## src/verilog/ret_exec_pkg.sv

```systemverilog
/*
 * constants, types and decode helpers shared by the return-instruction
 * execution logic and its quarter-phase sequencer.
 * assumes a core that supplies the fetched word, the stack top and the
 * shadow registers, and applies the one-clock write strobes it receives.
 */
package ret_exec_pkg;

    // ==========================================================
    // quarter phases of one instruction cycle
    localparam logic [1:0] PH_Q1 = 2'h0;
    localparam logic [1:0] PH_Q2 = 2'h1;
    localparam logic [1:0] PH_Q3 = 2'h2;
    localparam logic [1:0] PH_Q4 = 2'h3;

    // ==========================================================
    // opcode layout
    localparam logic [15:0] IRQ_RET_WORD = 16'h0010;
    localparam logic [15:0] IRQ_RET_MASK = 16'hfffe;
    localparam logic [7:0] LIT_RET_HIGH = 8'h0c;
    localparam int FAST_BIT = 0;
    localparam int LIT_MSB = 7;
    localparam int PC_WIDTH = 21;

    typedef struct packed {
        logic [7:0] working;
        logic [7:0] status;
        logic [7:0] bank_select;
    } core_regs_t;

    function automatic logic is_ret_irq(input logic [15:0] w);
        return (w & IRQ_RET_MASK) == IRQ_RET_WORD;
    endfunction

    function automatic logic is_ret_lit(input logic [15:0] w);
        return w[15:8] == LIT_RET_HIGH;
    endfunction

endpackage

```

## src/verilog/q_phase_gen.sv

```systemverilog
/*
 * quarter-phase sequencer: steps Q1..Q4 once per clock, forever.
 * assumes one system clock edge per quarter phase.
 */
`timescale 1ns/1ps
`default_nettype none

module q_phase_gen import ret_exec_pkg::*; (
    // clock and reset
    input wire logic i_sys_clk,
    input wire logic i_rstn,
    // phase
    output logic [1:0] o_phase
);

    always_ff @(posedge i_sys_clk) begin
        if (!i_rstn) begin
            o_phase <= PH_Q1;
        end else begin
            o_phase <= o_phase + 2'h1;
        end
    end

endmodule

`default_nettype wire

```

## src/verilog/return_instruction_exec.sv

```systemverilog
/*
 * execution of the two return instructions of the core: return from
 * interrupt (optionally restoring shadows) and return with literal.
 * assumes the core offers the fetched word with i_instr_valid during Q1,
 * keeps the stack top and shadows valid while busy, and applies every
 * o_*_we / o_*_set / o_stack_pop strobe as a one-clock write in Q4.
 * the counter latches are never driven from here.
 */
`timescale 1ns/1ps
`default_nettype none

module return_instruction_exec import ret_exec_pkg::*; #(
    parameter int PC_W = PC_WIDTH
) (
    // clock and reset
    input wire logic i_sys_clk,
    input wire logic i_rstn,
    // fetched instruction
    input wire logic i_instr_valid,
    input wire logic [15:0] i_instr,
    // core state
    input wire logic [PC_W-1:0] i_stack_top,
    input wire core_regs_t i_shadow,
    input wire logic i_prio_enable,
    input wire logic i_in_high_isr,
    // program counter and stack
    output logic o_pc_load,
    output logic [PC_W-1:0] o_pc_value,
    output logic o_stack_pop,
    // register file writes
    output logic o_working_we,
    output logic o_status_we,
    output logic o_bank_select_we,
    output core_regs_t o_regs,
    // interrupt enables
    output logic o_high_irq_en_set,
    output logic o_low_irq_en_set,
    // sequencing
    output logic o_busy,
    output logic [1:0] o_q_phase
);

    if (PC_W < 1 || PC_W > 32) begin : g_bad_width
        $error("PC_W out of range");
    end

    typedef enum logic [1:0] {ST_IDLE, ST_EXEC, ST_NOP} exec_state_t;

    exec_state_t state_q;
    logic [1:0] phase;
    logic take;
    logic irq_op_q;
    logic fast_q;
    logic [7:0] literal_q;
    logic prio_q;
    logic high_q;

    // ==========================================================
    // quarter phases
    q_phase_gen u_phase (
        .i_sys_clk(i_sys_clk),
        .i_rstn(i_rstn),
        .o_phase(phase)
    );

    always_ff @(posedge i_sys_clk) begin
        if (!i_rstn) begin
            o_q_phase <= PH_Q1;
        end else begin
            o_q_phase <= phase + 2'h1;
        end
    end

    // ==========================================================
    // decode: only accepted at Q1 while idle; other words are not ours
    assign take = (state_q == ST_IDLE) && (phase == PH_Q1) && i_instr_valid
                  && (is_ret_irq(i_instr) || is_ret_lit(i_instr));

    always_ff @(posedge i_sys_clk) begin
        if (!i_rstn) begin
            irq_op_q <= 1'b0;
            fast_q <= 1'b0;
            literal_q <= 8'h00;
            prio_q <= 1'b0;
            high_q <= 1'b0;
        end else if (take) begin
            irq_op_q <= is_ret_irq(i_instr);
            fast_q <= is_ret_irq(i_instr) && i_instr[FAST_BIT];
            literal_q <= i_instr[LIT_MSB:0];
            prio_q <= i_prio_enable;
            high_q <= i_in_high_isr;
        end
    end

    // ==========================================================
    // two instruction cycles: execute cycle, then a no-operation cycle
    always_ff @(posedge i_sys_clk) begin
        if (!i_rstn) begin
            state_q <= ST_IDLE;
            o_busy <= 1'b0;
        end else begin
            unique case (state_q)
                ST_IDLE: begin
                    if (take) begin
                        state_q <= ST_EXEC;
                        o_busy <= 1'b1;
                    end
                end
                ST_EXEC: begin
                    if (phase == PH_Q4) begin
                        state_q <= ST_NOP;
                    end
                end
                ST_NOP: begin
                    if (phase == PH_Q4) begin
                        state_q <= ST_IDLE;
                        o_busy <= 1'b0;
                    end
                end
            endcase
        end
    end

    // ==========================================================
    // Q4 strobes of the execute cycle
    logic fire;
    assign fire = (state_q == ST_EXEC) && (phase == PH_Q3);

    always_ff @(posedge i_sys_clk) begin
        if (!i_rstn) begin
            o_pc_load <= 1'b0;
            o_stack_pop <= 1'b0;
            o_pc_value <= '0;
        end else begin
            o_pc_load <= fire;
            o_stack_pop <= fire;
            if (fire) begin
                o_pc_value <= i_stack_top;
            end
        end
    end

    // status and bank select only change on a fast interrupt return
    always_ff @(posedge i_sys_clk) begin
        if (!i_rstn) begin
            o_working_we <= 1'b0;
            o_status_we <= 1'b0;
            o_bank_select_we <= 1'b0;
            o_regs <= '0;
        end else begin
            o_working_we <= fire && (!irq_op_q || fast_q);
            o_status_we <= fire && fast_q;
            o_bank_select_we <= fire && fast_q;
            if (fire) begin
                o_regs <= irq_op_q ? i_shadow
                                   : core_regs_t'{working: literal_q, status: 8'h00, bank_select: 8'h00};
            end
        end
    end

    // flat mode has a single global enable, carried on the high bit
    always_ff @(posedge i_sys_clk) begin
        if (!i_rstn) begin
            o_high_irq_en_set <= 1'b0;
            o_low_irq_en_set <= 1'b0;
        end else begin
            o_high_irq_en_set <= fire && irq_op_q && (!prio_q || high_q);
            o_low_irq_en_set <= fire && irq_op_q && prio_q && !high_q;
        end
    end
endmodule

`default_nettype wire

```

## config.mk

```make
export PLATFORM = sky130hd
export DESIGN_NAME = return_instruction_exec
export DESIGN_NICKNAME = d
export VERILOG_FILES = /design/src/verilog/ret_exec_pkg.sv /design/src/verilog/q_phase_gen.sv /design/src/verilog/return_instruction_exec.sv
export SDC_FILE = /design/constraint.sdc
export NUM_CORES = 1
export LEC_CHECK = 0
export BUFFER_PORTS_ARGS = -buffer_cell sky130_fd_sc_hd__buf_2
export CAP_MARGIN = 20
export CELL_PAD_IN_SITES_DETAIL_PLACEMENT = 1
export CELL_PAD_IN_SITES_GLOBAL_PLACEMENT = 1
export CORE_AREA = 2 2 94 96
export CTS_CLUSTER_DIAMETER = 40
export DETAILED_ROUTE_END_ITERATION = 8
export DIE_AREA = 0 0 96 98
export PLACE_DENSITY_LB_ADDON = 0.1
export SLEW_MARGIN = 5
export SYNTH_ARGS = -nofsm -noshare
export SYNTH_HDL_FRONTEND = slang
export SYNTH_HIERARCHICAL = 1
export SYNTH_SLANG_ARGS = --single-unit
```

## constraint.sdc

```tcl
create_clock -name i_sys_clk -period 2.26 [get_ports i_sys_clk]
set_input_delay 0.339 -clock i_sys_clk [delete_from_list [all_inputs] [get_ports i_sys_clk]]
set_output_delay 0.339 -clock i_sys_clk [all_outputs]
set_load 0.01 [all_outputs]
```

==> flow_summary_export.csv <==
group,metric,value,unit
run_status,outcome,"completed",
detailed_routing,routed_wl,7.492,mm
yosys,synth_cell_types,31,
worst_setup_path,crit_start,"state_q[1]$_SDFFE_PN0P_",
yosys,muxShareOfSynthArea,3.690,%
worst_setup_path,rr_endpoint,"o_busy$_SDFFE_PN0P_",
worst_setup_path,worstPathArrival,2.17,ns
worst_setup_path,required,2.52,ns
yosys,syn_nets,394,
clocking,h-tree-depth,3,
worst_setup_path,path_buf_inv,1,
yosys,yosys.area_share.xor_xnor,0.3229,%
worst_setup_path,r2r_setup_slack,0.35,ns
detailed_routing,routedWlPerCell,13.75,um
timing,max_slew_margin,70.61,%
cells_and_area,drive_gt1_share,33.64,%
clocking,tritoncts,"yes",
yosys,ys.flop_type,"dfxtp_1",
worst_hold_path,hold_path.class,"in -> reg",
yosys,syn-mean-instance-area,8.450,um^2
worst_setup_path,cp-end-kind,"flop",
power,power.density,627.4,nW/um^2
timing,max_freq,0.5238,GHz
clocking,clock_latency,0.33,ns
clocking,cts_buffers,9,
place,gp_congestion,0.7411,
worst_setup_path,crit_path_top_delay_cell,"or4_1",
detailed_routing,drcViolationCount,0,
worst_setup_path,worstSetupEndpoint,"o_busy$_SDFFE_PN0P_",
timing,setup_viol,0,
timing,rsz0062_at_grt,"false",
timing,hold_violations,0,
cells_and_area,fin_util,42.18,%
clocking,clk_path_buf_depth,2,
global_routing,grt_pass1_wl,12.05,mm
floorplan,fp-row-count,34,
timing,finalSetupTns,0,ns
detailed_routing,vias,2545,
floorplan,die_h,98,um
power,power_leakage,0.001511,uW
detailed_routing,drt_pre_antenna_iters,4,
yosys,ys_ff_latch,69,
flow_run,max-cap-violations,0,
global_routing,overflow,0,
yosys,synth-simple-area-share,21.26,%
yosys,yosysWarnings,6,
cells_and_area,diodes,0,
yosys,synthesis.area,2713,um^2
worst_setup_path,r2r_start,"state_q[1]$_SDFFE_PN0P_",
worst_setup_path,cp_cell_sequence,"inv_1, ha_1, and3_1, nand3_2, or4_1, a31oi_1",
yosys,syn_inst,321,
global_routing,grt_pass1_vias,2512,
detailed_routing,vias_per_cell,4.670,
cells_and_area,final_cells,545,
cells_and_area,fin_nets,507,
worst_setup_path,slowest_delay,0.53,ns
yosys,synthArstFlopShare,0,%
place,dp_hpwl,5.528,mm
detailed_routing,initialDrtViolationCount,44,
place,portBuffers,120,
place,post-place-cells,531,
detailed_routing,ant_nets,0,
yosys,yosys.area.top_type,"dfxtp_1",
yosys,synth_commonest_cells,"69 x dfxtp_1, 68 x nand2_1, 51 x a21oi_1, 27 x nand3_1, 18 x clkbuf_1",
timing,fin_worst_skew,0.005948,ns
worst_setup_path,r2r_cells,6,
power,vdd_drop_max,0.0002549,V
yosys,synth_most_common_cell,"dfxtp_1",
yosys,synth_compound_area_share,15.59,%
timing,finalCritPeriodShare,84.47,%
yosys,synth_top_family_by_area,"simple AND/OR/NAND/NOR gates",
global_routing,track_usage,16.06,%
floorplan,ios,121,
worst_setup_path,path_depth,6,
clocking,cts_setup_buffers,0,
clocking,clock-root-buffer,"clkbuf_8",
timing,tightest_slew,0.4388,ns
global_routing,antenna_found_initial,0,
worst_setup_path,timing.critical_path.from_type,"flop",
cells_and_area,fillers,1058,
yosys,synth_top_area_share,50.92,%
floorplan,die_w,96,um
floorplan,start_util,32.04,%
yosys,synth_edf_count,0,
floorplan,fp.coreArea,8466,um^2
yosys,yosysSeqAreaShare,50.92,%
cells_and_area,syn_to_final_growth,31.64,%
worst_setup_path,worstPathMaxFanout,14,
floorplan,die_area,9408,um^2
timing,drv_slew,0,
timing,period_minus_slack,1.909,ns
worst_setup_path,path_class,"reg -> reg",
global_routing,grt_max_degree,45,
yosys,synthTopCellsByArea,"dfxtp_1 51%, a21oi_1 9.4%, nand2_1 9.4%",
clocking,path_clk_slew,0.07,ns
clocking,cts_hold_buffers,0,
yosys,yosys.area_share.adder,3.229,%
clocking,cts_sinks,69,
worst_setup_path,crit_family,"simple AND/OR/NAND/NOR gates",
clocking,cts_resized,0,
-- layout make-up --
cell class	count	area [um^2]	share of cell area, %
sequential	69	1381	38.68
multi-input combinational	219	1197	33.53
clock inverter	2	10.01	0.2803
clock buffer	12	155.1	4.345
tap	108	135.1	3.784
timing repair buffer	126	658.1	18.43
inverter	9	33.78	0.9460
-- logic make-up after synthesis --
family,Yosys count
muxes,10
xor gates and xnor gates,1
adders and majority gates,7
DFF,69
AOI/OAI and AO/OA,77
buffers and inverters,33
and+or+nand+nor,124
-- how the worst min path moves through the flow --
stage	cells after the start	from	end
3_3_place_gp	2	o_regs[11]$_SDFFE_PN0N_	o_regs[11]$_SDFFE_PN0N_
4_1_cts	3	i_stack_top[16]	o_pc_value[16]$_SDFFE_PN0N_
6_report	3	i_stack_top[16]	o_pc_value[16]$_SDFFE_PN0N_
5_1_grt	3	i_stack_top[0]	o_pc_value[0]$_SDFFE_PN0N_
3_5_place_dp	2	o_regs[12]$_SDFFE_PN0N_	o_regs[12]$_SDFFE_PN0N_
2_1_floorplan	1	high_q$_SDFFE_PN0P_	o_low_irq_en_set$_SDFF_PN0_
-- flip-flops by register name (all words and copies together) (netlist names), 2 cells and up --
name / flops
literal_q: 8
o_q_phase: 2
o_pc_value: 21
o_regs: 24
state_q: 2
u_phase/o_phase: 2
-- layout by cell type, fill, tap and decap left out, types with 2 or more instances in the layout --
master,synthesis,routed
nor4_4,2,2
and2_1,4,3
and3_1,3,3
o21ai_0,10,10
a21oi_1,51,51
clkbuf_8,0,11
ha_1,7,7
o21ai_1,2,2
buf_4,2,5
inv_1,8,8
clkinv_2,0,2
nand3_1,27,27
dfxtp_1,69,69
mux2i_1,10,10
a211oi_1,8,8
buf_2,3,120
a31oi_1,3,3
nor2_1,13,13
nand2_1,68,68
-- worst register-to-register path, stage by stage, from the launching register on --
cell	delay, ns
dfxtp_1	0.33
inv_1	0.11
ha_1	0.24
and3_1	0.24
nand3_2	0.24
or4_1	0.53
a31oi_1	0.16
-- routing by layer --
metal	GRT usage, %	up-vias	routed length [um]
met1	21.12	1154	3499
met5	0	-	0
met3	3.781	7	484
met2	25.59	78	3438
met4	5.604	0	69
li1	-	1306	-
-- per-stage QoR --
step | hold WS [ns] | cell area [um^2] | power, uW | setup WS, ns
6_report | 0.2444 | 3571 | 2240 | 0.3510
5_1_grt | 0.2371 | 3571 | 2339 | 0.2051
4_1_cts | 0.2278 | 3571 | 2279 | 0.3247
3_5_place_dp | 0.4443 | 3406 | 1392 | 0.3458
3_3_place_gp | 0.4359 | 3406 | 1390 | 0.4387
2_1_floorplan | 0.4125 | 2713 | 1304 | 0.6803
-- where the power goes --
part           total (uW)  leakage (uW)  switching, uW  internal [uW]
clock                 879     0.0000881            435            443
combinational         131      0.000866           67.3           63.7
sequential           1230      0.000557           6.66           1220
No activity file was read; power rests on OpenSTA's default activity.
